### src/logic/umst_pkg.sv
/*
  Shared constants and types for the USART master-SPI transfer block.
  Assumes an 8-bit register port with a 3-bit word address.
*/
`default_nettype none
package umst_pkg;

  // ----------------------------------------------------------------
  // Register map
  // ----------------------------------------------------------------
  localparam int unsigned ADDR_W       = 3;
  localparam logic [2:0]  ADDR_STATUS  = 3'h0;
  localparam logic [2:0]  ADDR_CTRL    = 3'h1;
  localparam logic [2:0]  ADDR_CFG     = 3'h2;
  localparam logic [2:0]  ADDR_BAUD_LO = 3'h3;
  localparam logic [2:0]  ADDR_BAUD_HI = 3'h4;
  localparam logic [2:0]  ADDR_DATA    = 3'h5;

  // ----------------------------------------------------------------
  // Fields and reset values
  // ----------------------------------------------------------------
  localparam int unsigned STAT_RXC   = 7;
  localparam int unsigned STAT_TXC   = 6;
  localparam logic [4:0]  STAT_RSV   = 5'h00;
  localparam logic [2:0]  CTRL_FIXED = 3'h6;
  localparam logic [7:0]  CFG_RESET  = 8'h06;
  localparam logic [1:0]  MODE_MSPI  = 2'h3;
  localparam int unsigned BAUD_W     = 12;
  localparam logic [3:0]  LAST_EDGE  = 4'hf;
  localparam int unsigned RX_DEPTH   = 2;
  localparam logic [1:0]  RX_FULL    = 2'h2;

  typedef struct packed {
    logic       rxIrqEn;
    logic       txIrqEn;
    logic       emptyIrqEn;
    logic       rxEnableBit;
    logic       txEnableBit;
    logic [2:0] fixedBits;
  } umst_ctrl_type;

  typedef struct packed {
    logic [1:0] modeSelect;
    logic [2:0] rsv;
    logic       dataOrderBit;
    logic       clockPhaseBit;
    logic       clockPolarityBit;
  } umst_cfg_type;

  typedef enum logic [0:0] {
    ST_IDLE  = 1'b0,
    ST_SHIFT = 1'b1
  } umst_state_type;

endpackage
`default_nettype wire

### src/logic/umst_spi_master.sv
/*
  USART in master-SPI mode: double-buffered transmit, two-deep receive
  buffer plus holding slot, baud generator, status/control registers.
  Assumes a same-clock register master; pins go through port logic
  that honours the override outputs.
*/
`timescale 1ns/1ps
`default_nettype none

// Contract
// - Transfers happen only with transmitter enabled; it then owns the data-out pin.
// - Receiver enable is optional and takes over the data-in pin.
// - Transfer clock pin is driven whenever the transmitter is enabled in master SPI mode.
// - Only a data register write starts a transfer.
// - Transmit buffer moves to shifter once the shifter is free.
// - On receive overflow the newest character overwrites the holding slot; the two buffered ones are kept.
// - Frame, overrun and parity error flags always read zero.
// - Receive-complete bit 7 high exactly while unread data exist.
// - Clearing receiver enable flushes receive buffer, dropping receive-complete.
// - Transmit-complete bit 6 sets when frame done and buffer empty.
// - Transmit-complete clears on interrupt execution or writing one.
// - Buffer-empty bit 5 reads one while transmit buffer is empty.
// - Buffer-empty is one after reset.
// - Receive interrupt needs enable bit 7, global flag and flag.
// - Transmit interrupt needs enable bit 6, global flag and flag.
// - Empty interrupt needs enable bit 5, global flag and flag.
// - Control bits 7-3 writable, reset zero; bits 2-0 read 110.
// - Master SPI active only when mode select equals binary 11.
// - Eight data bits; order bit one means LSB first.
// - Polarity sets idle level; phase picks leading or trailing sample.
// - Transfer clock is system clock over two times baud plus one.
module umst_spi_master
  import umst_pkg::*;
(
  // Clock and reset
  input  wire logic              clock,
  input  wire logic              arst_n,
  // Register port
  input  wire logic [ADDR_W-1:0] regAddr,
  input  wire logic [7:0]        regWdata,
  input  wire logic              regWrite,
  input  wire logic              regRead,
  output logic      [7:0]        regRdata,
  // Interrupt side
  input  wire logic              globalIntFlag,
  input  wire logic              txCompleteIrqTaken,
  output logic                   rxCompleteIrq,
  output logic                   txCompleteIrq,
  output logic                   bufferEmptyIrq,
  // Serial pins
  input  wire logic              serialInPin,
  output logic                   serialOutPin,
  output logic                   transferClockPin,
  output logic                   serialOutOverride,
  output logic                   serialInOverride,
  output logic                   transferClockOverride
);

  // ----------------------------------------------------------------
  // Reset and input synchronisers
  // ----------------------------------------------------------------
  logic [1:0] rstSync_r;
  logic       rstN;
  logic [1:0] inSync_r;
  logic       serialIn;

  always_ff @(posedge clock or negedge arst_n) begin
    if (!arst_n) rstSync_r <= 2'h0;
    else         rstSync_r <= {rstSync_r[0], 1'b1};
  end
  assign rstN = rstSync_r[1];

  always_ff @(posedge clock or negedge rstN) begin
    if (!rstN) inSync_r <= 2'h0;
    else       inSync_r <= {inSync_r[0], serialInPin};
  end
  assign serialIn = inSync_r[1];

  // ----------------------------------------------------------------
  // State
  // ----------------------------------------------------------------
  umst_ctrl_type     ctrl_r;
  umst_cfg_type      cfg_r;
  logic [BAUD_W-1:0] baudSetting_r;
  logic [BAUD_W-1:0] baudCnt_r;
  umst_state_type    state_r;
  logic [3:0]        edgeCnt_r;
  logic [7:0]        txBuf_r;
  logic              txBufValid_r;
  logic [7:0]        txSh_r;
  logic [7:0]        rxSh_r;
  logic              txComplete_r;
  logic              serialOut_r;
  logic              clkLvl_r;
  logic [7:0]        rxMem_r [RX_DEPTH];
  logic              rxRdPtr_r;
  logic              rxWrPtr_r;
  logic [1:0]        rxCnt_r;
  logic [7:0]        rxHold_r;
  logic              rxHoldValid_r;
  logic [7:0]        regRdata_r;

  // ----------------------------------------------------------------
  // Decode
  // ----------------------------------------------------------------
  wire modeSpi   = (cfg_r.modeSelect == MODE_MSPI);
  wire wrStatus  = regWrite & (regAddr == ADDR_STATUS);
  wire wrCtrl    = regWrite & (regAddr == ADDR_CTRL);
  wire wrCfg     = regWrite & (regAddr == ADDR_CFG);
  wire wrBaudLo  = regWrite & (regAddr == ADDR_BAUD_LO);
  wire wrBaudHi  = regWrite & (regAddr == ADDR_BAUD_HI);
  wire wrData    = regWrite & (regAddr == ADDR_DATA);
  wire rdData    = regRead & (regAddr == ADDR_DATA);
  // Writes while the buffer is full are dropped, as in the plain USART
  wire dataAccept = wrData & modeSpi & ctrl_r.txEnableBit
                    & ~txBufValid_r;
  wire rxc       = (rxCnt_r != 2'h0);
  wire udre      = ~txBufValid_r;
  wire rxPop     = rdData & rxc;

  // ----------------------------------------------------------------
  // Frame sequencing
  // ----------------------------------------------------------------
  wire inFrame   = (state_r == ST_SHIFT);
  wire baudTick  = (baudCnt_r == '0);
  wire edgeEvt   = inFrame & baudTick;
  wire leading   = ~edgeCnt_r[0];
  wire lastEdge  = edgeEvt & (edgeCnt_r == LAST_EDGE);
  wire canLoad   = txBufValid_r & (~inFrame | lastEdge);
  wire cpha      = cfg_r.clockPhaseBit;
  wire lsbFirst  = cfg_r.dataOrderBit;
  wire doSetup   = edgeEvt & (cpha ? leading
                                   : (~leading & ~lastEdge));
  wire doSample  = edgeEvt & (cpha ? ~leading : leading);
  wire txActive  = modeSpi & (ctrl_r.txEnableBit | inFrame
                              | txBufValid_r);

  function automatic logic firstBit(input logic [7:0] d, input logic lsb);
    firstBit = lsb ? d[0] : d[7];
  endfunction

  function automatic logic [7:0] shiftOut(input logic [7:0] d,
                                          input logic lsb);
    shiftOut = lsb ? {1'b0, d[7:1]} : {d[6:0], 1'b0};
  endfunction

  wire [7:0] rxShIn  = lsbFirst ? {serialIn, rxSh_r[7:1]}
                                : {rxSh_r[6:0], serialIn};
  wire [7:0] rxNext  = doSample ? rxShIn : rxSh_r;
  wire       rxDone  = lastEdge & ctrl_r.rxEnableBit;
  wire       rxSpace = (rxCnt_r != RX_FULL) | rxPop;
  wire       pushHold = rxHoldValid_r & rxSpace;
  wire       pushNew  = rxDone & ~rxHoldValid_r & rxSpace;
  wire       rxPush   = pushHold | pushNew;
  wire [7:0] pushByte = pushHold ? rxHold_r : rxNext;

  wire [BAUD_W-1:0] baudCntNxt = (canLoad | edgeEvt) ? baudSetting_r
                                 : (inFrame ? baudCnt_r - 1'b1
                                            : baudCnt_r);

  always_ff @(posedge clock or negedge rstN) begin
    if (!rstN) begin
      state_r   <= ST_IDLE;
      edgeCnt_r <= 4'h0;
      baudCnt_r <= '0;
    end else begin
      baudCnt_r <= baudCntNxt;
      if (canLoad) begin
        state_r   <= ST_SHIFT;
        edgeCnt_r <= 4'h0;
      end else if (lastEdge) begin
        state_r   <= ST_IDLE;
      end else if (edgeEvt) begin
        edgeCnt_r <= edgeCnt_r + 4'h1;
      end
    end
  end

  // ----------------------------------------------------------------
  // Shifters and pins
  // ----------------------------------------------------------------
  always_ff @(posedge clock or negedge rstN) begin
    if (!rstN) begin
      txSh_r      <= 8'h00;
      rxSh_r      <= 8'h00;
      serialOut_r <= 1'b1;
    end else begin
      rxSh_r <= rxNext;
      if (canLoad) begin
        txSh_r <= cpha ? txBuf_r : shiftOut(txBuf_r, lsbFirst);
        if (!cpha) serialOut_r <= firstBit(txBuf_r, lsbFirst);
      end else if (doSetup) begin
        serialOut_r <= firstBit(txSh_r, lsbFirst);
        txSh_r      <= shiftOut(txSh_r, lsbFirst);
      end
    end
  end

  // Clock level tracks polarity when idle, so a polarity change shows at once
  always_ff @(posedge clock or negedge rstN) begin
    if (!rstN)                clkLvl_r <= 1'b0;
    else if (edgeEvt)         clkLvl_r <= ~clkLvl_r;
    else if (!inFrame)        clkLvl_r <= cfg_r.clockPolarityBit;
  end

  assign serialOutPin          = serialOut_r;
  assign transferClockPin      = clkLvl_r;
  assign serialOutOverride     = txActive;
  assign transferClockOverride = txActive;
  assign serialInOverride      = modeSpi & ctrl_r.rxEnableBit;

  // ----------------------------------------------------------------
  // Transmit buffer and flags
  // ----------------------------------------------------------------
  always_ff @(posedge clock or negedge rstN) begin
    if (!rstN) begin
      txBuf_r      <= 8'h00;
      txBufValid_r <= 1'b0;
    end else if (dataAccept) begin
      txBuf_r      <= regWdata;
      txBufValid_r <= 1'b1;
    end else if (canLoad) begin
      txBufValid_r <= 1'b0;
    end
  end

  wire txcSet = lastEdge & ~txBufValid_r;
  wire txcClr = txCompleteIrqTaken
                | (wrStatus & regWdata[STAT_TXC]);

  // Set wins over a clear in the same cycle
  always_ff @(posedge clock or negedge rstN) begin
    if (!rstN)       txComplete_r <= 1'b0;
    else if (txcSet) txComplete_r <= 1'b1;
    else if (txcClr) txComplete_r <= 1'b0;
  end

  // ----------------------------------------------------------------
  // Receive buffer
  // ----------------------------------------------------------------
  // Two entries plus a holding slot; a further byte overwrites the slot
  always_ff @(posedge clock or negedge rstN) begin
    if (!rstN) begin
      rxRdPtr_r     <= 1'b0;
      rxWrPtr_r     <= 1'b0;
      rxCnt_r       <= 2'h0;
      rxHoldValid_r <= 1'b0;
      rxHold_r      <= 8'h00;
    end else if (!ctrl_r.rxEnableBit) begin
      rxRdPtr_r     <= 1'b0;
      rxWrPtr_r     <= 1'b0;
      rxCnt_r       <= 2'h0;
      rxHoldValid_r <= 1'b0;
    end else begin
      if (rxPush) rxWrPtr_r <= ~rxWrPtr_r;
      if (rxPop)  rxRdPtr_r <= ~rxRdPtr_r;
      rxCnt_r <= rxCnt_r + {1'b0, rxPush} - {1'b0, rxPop};
      if (rxDone && (rxHoldValid_r || !rxSpace)) begin
        rxHold_r      <= rxNext;
        rxHoldValid_r <= 1'b1;
      end else if (pushHold) begin
        rxHoldValid_r <= 1'b0;
      end
    end
  end

  always_ff @(posedge clock) begin
    if (rxPush) rxMem_r[rxWrPtr_r] <= pushByte;
  end

  // ----------------------------------------------------------------
  // Register file
  // ----------------------------------------------------------------
  always_ff @(posedge clock or negedge rstN) begin
    if (!rstN) begin
      ctrl_r        <= umst_ctrl_type'({5'h00, CTRL_FIXED});
      cfg_r         <= umst_cfg_type'(CFG_RESET);
      baudSetting_r <= '0;
    end else begin
      if (wrCtrl)   ctrl_r <= umst_ctrl_type'({regWdata[7:3], CTRL_FIXED});
      if (wrCfg)    cfg_r  <= umst_cfg_type'({regWdata[7:6], 3'h0,
                                             regWdata[2:0]});
      if (wrBaudLo) baudSetting_r[7:0]  <= regWdata;
      if (wrBaudHi) baudSetting_r[11:8] <= regWdata[3:0];
    end
  end

  wire [7:0] statusWord = {rxc, txComplete_r, udre, STAT_RSV};
  wire [7:0] rdMux =
      (regAddr == ADDR_STATUS)  ? statusWord :
      (regAddr == ADDR_CTRL)    ? ctrl_r :
      (regAddr == ADDR_CFG)     ? cfg_r :
      (regAddr == ADDR_BAUD_LO) ? baudSetting_r[7:0] :
      (regAddr == ADDR_BAUD_HI) ? {4'h0, baudSetting_r[11:8]} :
      (regAddr == ADDR_DATA)    ? (rxc ? rxMem_r[rxRdPtr_r] : 8'h00) :
                                  8'h00;

  always_ff @(posedge clock or negedge rstN) begin
    if (!rstN)        regRdata_r <= 8'h00;
    else if (regRead) regRdata_r <= rdMux;
  end
  assign regRdata = regRdata_r;

  // ----------------------------------------------------------------
  // Interrupt requests
  // ----------------------------------------------------------------
  assign rxCompleteIrq  = ctrl_r.rxIrqEn & globalIntFlag & rxc;
  assign txCompleteIrq  = ctrl_r.txIrqEn & globalIntFlag & txComplete_r;
  assign bufferEmptyIrq = ctrl_r.emptyIrqEn & globalIntFlag & udre;
endmodule
`default_nettype wire

### config.mk
export PLATFORM = sky130hd
export DESIGN_NAME = umst_spi_master
export DESIGN_NICKNAME = d
export VERILOG_FILES = /design/src/logic/umst_pkg.sv /design/src/logic/umst_spi_master.sv
export SDC_FILE = /design/constraint.sdc
export NUM_CORES = 1
export LEC_CHECK = 0
export ABC_AREA = 1
export BUFFER_PORTS_ARGS = -buffer_cell sky130_fd_sc_hd__buf_2
export CELL_PAD_IN_SITES_DETAIL_PLACEMENT = 1
export CELL_PAD_IN_SITES_GLOBAL_PLACEMENT = 2
export CORE_AREA = 2 2 167 104
export DETAILED_ROUTE_END_ITERATION = 10
export DIE_AREA = 0 0 169 106
export GPL_TIMING_DRIVEN = 0
export HOLD_SLACK_MARGIN = 0.08
export PLACE_DENSITY_LB_ADDON = 0.1
export SYNTH_ARGS = -nofsm -noshare
export SYNTH_HDL_FRONTEND = slang
export SYNTH_SLANG_ARGS = --single-unit
### constraint.sdc
create_clock -name clock -period 2.9 [get_ports clock]
set_clock_uncertainty 0.05 [all_clocks]
set_input_delay 0.145 -clock clock [delete_from_list [all_inputs] [get_ports clock]]
set_output_delay 0.145 -clock clock [all_outputs]
set_load 0.005 [all_outputs]
; ---- Yosys cells after proc, flatten, opt, wreduce, memory -nomap -nowiden
; Memory sizes are Yosys's and may differ from the RTL's.
; Cells that the tools add are included.
; Widths: inputs -> output; s select.
[totals]
ff_bits = 92
mem_bits_rw = 16
n_memories = 1
[op_classes]
add_sub_neg = 4
eq_ne = 14
muxes = 45
n_bitwise = 46
n_reduce_logical = 15
[mem_list]
columns = memory, words, word_bits, rd, rd_ports_with_merged_regs, write_ports, line
row1 = rxMem_r, 2, 8, 1, 0, 1, umst_spi_master.sv:95  ; logic [7:0] rxMem_r [RX_DEPTH];
[ops]
columns = cell, count
row1 = $mux 8, 15
row2 = $and 1x1->1, 31
row3 = $mux 1, 24
row4 = $mux 12, 2
row5 = $reduce_bool 2->1, 7
row6 = $logic_not 12->1, 1
row7 = $mux 4, 3
row8 = $sub 12x1->12 const B, 1
row9 = $ne 2x1->1 const B, 4
row10 = $not 1->1, 8
row11 = $or 1x1->1, 7
row12 = $eq 3x2->1 const B, 2
row13 = $eq 3x3->1 const B, 2
row14 = $reduce_and 2->1, 3
row15 = $add 4x1->4 const B, 1
row16 = $eq 4x4->1 const B, 1
row17 = $ne 2x2->1 const B, 2
row18 = $eq 3x1->1 const B, 1
row19 = $logic_not 3->1, 1
row20 = $ne 3x1->1 const B, 1
row21 = $add 2x1->2, 1
row22 = $eq 2x2->1 const B, 1
row23 = $mux 2, 1
row24 = $sub 2x1->2, 1
row25 = other kinds (3), 3

; ---- Logic depth before layout (Yosys ltp)
[depth]
depth_word = 10
mapped_depth = 12
depth_no_buf = 12

; ---- Worst setup path after synthesis
; No wires, ideal clock.
[synth_path]
path_kind = flip-flop to flip-flop
from = register baudCnt_r[0]
to = register rxCnt_r[1]
t_arrival_ps = 1982
required_ps = 2732
slack_ps = 749
path_stages_with_launch = 13
n_path_buf = 0
synth_period_minus_slack_ps = 2151
path_cell_list = dfrtp_1 > inv_1 > ha_1 > nand2_2 > nor2_4 > nand4_1 > o21ai_0 > nand2_1 > ha_1 > inv_1 > ha_1 > xor2_1 > nor2_1
[synth_between]
elab_chain_len = 10
[synth_lines]
columns = element, line
row1 = from (decl), umst_spi_master.sv:85  ; logic [BAUD_W-1:0] baudCnt_r;
row2 = from (signal assigned), umst_spi_master.sv:167  ; baudCnt_r <= baudCntNxt;
row3 = $logic_not 12->1, umst_spi_master.sv:125  ; wire baudTick = (baudCnt_r == '0);
row4 = $and 1x1->1, umst_spi_master.sv:126  ; wire edgeEvt = inFrame & baudTick;
row5 = $and 1x1->1, umst_spi_master.sv:128  ; wire lastEdge = edgeEvt & (edgeCnt_r == LAST_EDGE);
row6 = $and 1x1->1, umst_spi_master.sv:150  ; wire rxDone = lastEdge & ctrl_r.rxEnableBit;
row7 = $and 1x1->1 (2 in a row), umst_spi_master.sv:153  ; wire pushNew = rxDone & ~rxHoldValid_r & rxSpace;
row8 = $or 1x1->1, umst_spi_master.sv:154  ; wire rxPush = pushHold | pushNew;
row9 = $add 2x1->2, umst_spi_master.sv:257  ; rxCnt_r <= rxCnt_r + {1'b0, rxPush} - {1'b0, rxPop};
row10 = $sub 2x1->2, umst_spi_master.sv:257
row11 = $mux 2, umst_spi_master.sv:249  ; end else if (!ctrl_r.rxEnableBit) begin
row12 = to (signal assigned), umst_spi_master.sv:257
row13 = to (decl), umst_spi_master.sv:98  ; logic [1:0] rxCnt_r;
; Every way passes these cells.
; A chain may end at the register's enable or synchronous reset.

; ---- Final worst setup path
[layout_path]
from = register edgeCnt_r[0]
to = register rxCnt_r[1]
[layout_between]
elab_chain_len = 9
[layout_lines]
columns = element, line
row1 = from (decl), umst_spi_master.sv:87  ; logic [3:0] edgeCnt_r;
row2 = from (signal assigned), umst_spi_master.sv:174  ; edgeCnt_r <= edgeCnt_r + 4'h1;
row3 = $eq 4x4->1, umst_spi_master.sv:128
row4 = $and 1x1->1, umst_spi_master.sv:128
row5 = $and 1x1->1, umst_spi_master.sv:150
row6 = $and 1x1->1 (2 in a row), umst_spi_master.sv:153
row7 = $or 1x1->1, umst_spi_master.sv:154
row8 = $add 2x1->2, umst_spi_master.sv:257
row9 = $sub 2x1->2, umst_spi_master.sv:257
row10 = $mux 2, umst_spi_master.sv:249
; Every way passes these cells.

==> implementation parameters <==
Parameter                              Value

Clock tree
  Buffer depth of the longest clock path    2
  Sink Count    108
  Clock latency reported for the late side of the worst-skew pair    approximately 0.35 ns
  Clock buffer count from CTS    9
  Root Driver    clkbuf_16
  Clock transition time at the flip-flop clock pins of the worst setup and hold paths    0.07 ns
  Number of buffers inserted to repair setup after CTS    0
  Level count of the clock H-tree    3
  TritonCTS clock tree    built

Setup path
  Most repeated library cell on the critical path    ha_1
  Kind of end point of the critical path    register
  Worst path slowest cell    dfrtp_1
  Critical path arrival    around 2.8 ns
  Family with the most delay on the worst path    adder cells
  Startpoint of the lowest-slack register-to-register path    edgeCnt_r[0]
  Setup crit start kind    register
  Maximum fanout encountered on the critical timing path    5
  Critical register-to-register path endpoint    rxCnt_r[1]
  Worst Path Class, Setup    reg2reg
  Number of cells on the worst reg-to-reg path    11
  Combined buffer and inverter count along the critical path    2
  Worst endpoint required time    3.08 ns
  Crit path largest cell delay    0.42 ns
  Flop2flop setup slack    approximately 0.25 ns
  CP Cell Sequence    ha_1, nand3_1, inv_1, nand4_1, o21ai_2, nand2_1, ha_1, inv_1, ha_1, xor2_1, nor2_1

STA
  Final worst path period need    approximately 2.6 ns
  Unrepaired setup endpoints after global routing    no
  Maximum frequency from static timing analysis    378 MHz
  Final Hold Vio Count    0
  Number of failing setup endpoints in the final timing report    0
  Measured slew at the worst slew-check pin    0.701 ns
  Rel. slew slack    0.533
  Final cycle utilization of the critical path    0.913
  Slew Viols, Final    0
  Setup TNS    0 ns

Die
  Number of top-level design ports    34
  Number of rows in the core area    37
  Die area    between 0.015 and 0.02 mm2
  Die boundary width    169 um
  Effective utilization at floorplan    0.320
  Placeable core region    roughly 0.017 mm2
  Die span in y    106 um

Power and ir drop
  Power density over the cells    between 500 and 600 mW/mm2
  Leakage dissipation    slightly below 0.003 uW
  Peak ir drop on the vdd network    between 0.0002 and 0.0003 V
  Total Power Consumption    between 3000 and 4000 uW

Global route
  Via count of the first global-routing pass    approximately 4800
  Overall fraction of global-route tracks in use    0.193
  Antenna violations before repair    1
  Leftover overflow at the end of global routing    0
  Wire length of the first global-routing pass    between 20000 and 30000 um
  Pin count of the biggest net entering global routing    47

Synth
  Number of flip-flops and latches in the synthesized netlist    108
  Total nets after synthesis    669
  Number of warnings issued by yosys    0
  Library cell with the largest summed area after synthesis    dfrtp_1
  Ranking of synthesized cells by area    dfrtp_1 42%, nand2_1 14%, edfxtp_1 9.1%
  Netlist area before placement    0.00531 mm2
  Count of different cell masters after synthesis    42
  Gate count after technology mapping    647
  Synthesized area divided by synthesized cell count    slightly above 8 um2
  Share of synthesized area occupied by flip-flops and latches    0.525
  Synth top area share    0.420

Place
  Placed instance count    894
  Placer Congestion    0.759
  Number of buffers added on ports    32
  Half-perimeter wire length after detailed placement    12500 um
  Post-detailed-placement cell area    0.00576 mm2

Finish
  Total Nets Final    718
  Total non-filler cell area in the finished layout    0.00613 mm2
  Utilization of the core after routing    0.370
  Fraction of final layout cells sized beyond drive strength 1    0.121
  Number of antenna diodes    0
  Layout-stage area growth over the synthesis result    15.5%
  Number of cells in the finished layout apart from fillers    915

Detailed routing
  Mean routed wirelength per cell    between 15 and 20 um
  Total vias in the final route    approximately 4500
  1st-iter DRT viols    between 200 and 300
  Vias per std cell    4.91
  Count of TritonRoute iterations in the first routing pass    4
  Final antenna-violating net count    0
  Drt drc    0
  Routed wire length    16300 um

Worst hold path
  Launch point of the worst hold path    regWdata[0]
  Number of cells on the worst hold path    3
  End point of the worst hold path    baudSetting_r[0]
  Type of the most critical hold path    in2reg

Flow run
  Max-capacitance violation count    0

Run status
  Status    finished, final reports clean
report_power, final:
part	switching [uW]	internal, uW
Sequential	113	1640
Combinational	287	153
Clock	572	717
Total	971	2510
routing by layer:
layer	up-vias	global-route usage	part of all wire
met5	-	0	0
li1	2212	-	-
met3	4	0.0298	0.031
met4	0	0.0293	0.0035
met2	58	0.287	0.42
met1	2222	0.300	0.54
worst max-delay path by stage:
| stage | startpoint | to | slack [ns] | cells past startpoint |
|---|---|---|---|---|
| finish | edgeCnt_r[0] | rxCnt_r[1] | 0.25 | 11 |
| global route | baudCnt_r[0] | rxCnt_r[1] | 0.05 | 12 |
| CTS | edgeCnt_r[0] | rxCnt_r[1] | 0.06 | 11 |
| detailed placement | edgeCnt_r[0] | rxMem_r[0][0] | -0.06 | 7 |
| global placement | rstSync_r[1] | txSh_r[3] | -1.27 | 0 |
| floorplan | rstSync_r[1] | baudCnt_r[0] | 0.10 | 0 |
through the flow:
stage | hold slack (ns) | worst slack [ns]
after floorplan | -0.201 | 0.103
after global placement | -0.120 | -1.27
after detailed placement | -0.118 | -0.0644
after CTS | 0.104 | 0.0558
after global routing | 0.133 | 0.0515
final | 0.102 | 0.251
area by class of cell:
type	instances	area [um2]
Multi-Input combinational cell	449	2170
Sequential cell	108	2790
Clock inverter	4	46.3
Inverter	69	259
Timing Repair Buffer	38	238
Fill cell	2020	10400
Clock buffer	12	256
Buffer	21	97.6
Tap cell	214	268
sequential cells by signal, indices dropped and copies added (netlist names), 2 cells and up:
name	flops
txSh_r	8
baudCnt_r	12
rxSh_r	8
rstSync_r	2
baudSetting_r	12
regRdata	8
txBuf_r	8
rxCnt_r	2
edgeCnt_r	4
ctrl_r	5
cfg_r	3
rxMem_r	16
rxHold_r	8
inSync_r	2
worst register-to-register path: stages, from the launching register on:
cell and delay, ns:
dfrtp_1 0.42, ha_1 0.21, nand3_1 0.17, inv_1 0.19, nand4_1 0.29, o21ai_2 0.27
nand2_1 0.17, ha_1 0.32, inv_1 0.04, ha_1 0.18, xor2_1 0.16, nor2_1 0.05
cells in the mapped netlist, drive strengths merged:
cell type and count:
inv 68, dfrtp 89, conb 1, a21oi 6, buf 10, nand3b 3, a31oi 1, o31ai 1
dfstp 3, nand4 7, a211oi 1, clkbuf 11, nand3 45, edfxtp 16, ha 4, clkinv 1
or2 5, xor2 7, xnor2 2, nand2 205, o211ai 10, nor2 36, o22ai 4, o21bai 1
a22oi 2, nor3 4, o21ai 102, o221ai 2
repair_timing:
action / CTS / global route
hold endpoints to repair: 5 / 0
hold buffers: 5 / 0
endpoints found under the setup margin: 16 / 18
resized for setup: 2 / 2
layout by cell type, fill, tap and decap left out, drive strengths merged, types with 2 or more instances in the layout:
cell         netlist  routed
xor2               7       7
ha                 4       4
nor3               4       4
dfstp              3       3
clkinv             1       3
o21ai            102     102
dfrtp             89      89
dlygate4sd3        0       5
buf               10      43
nand4              7       7
o221ai             2       2
edfxtp            16      16
nand2            205     205
a22oi              2       2
nand3b             3       3
nor2              36      36
nand3             45      45
o211ai            10      10
or2                5       5
clkbuf            11      23
inv               68      69
xnor2              2       2
a21oi              6       6
o22ai              4       4
logic make-up (layout without fill, tap and decap cells):
| kind of cell | Yosys count | after routing | synth area share |
|---|---|---|---|
| simple gates | 305 | 305 | 0.248 |
| compound gates | 130 | 130 | 0.134 |
| flops | 108 | 108 | 0.525 |
| buf+inv | 90 | 144 | 0.0672 |
| xor+xnor | 9 | 9 | 0.0149 |
| fa+ha+maj | 4 | 4 | 0.00943 |
| other cells | 1 | 1 | 0.000707 |
Note: power is estimated with default switching activity, not from simulation.
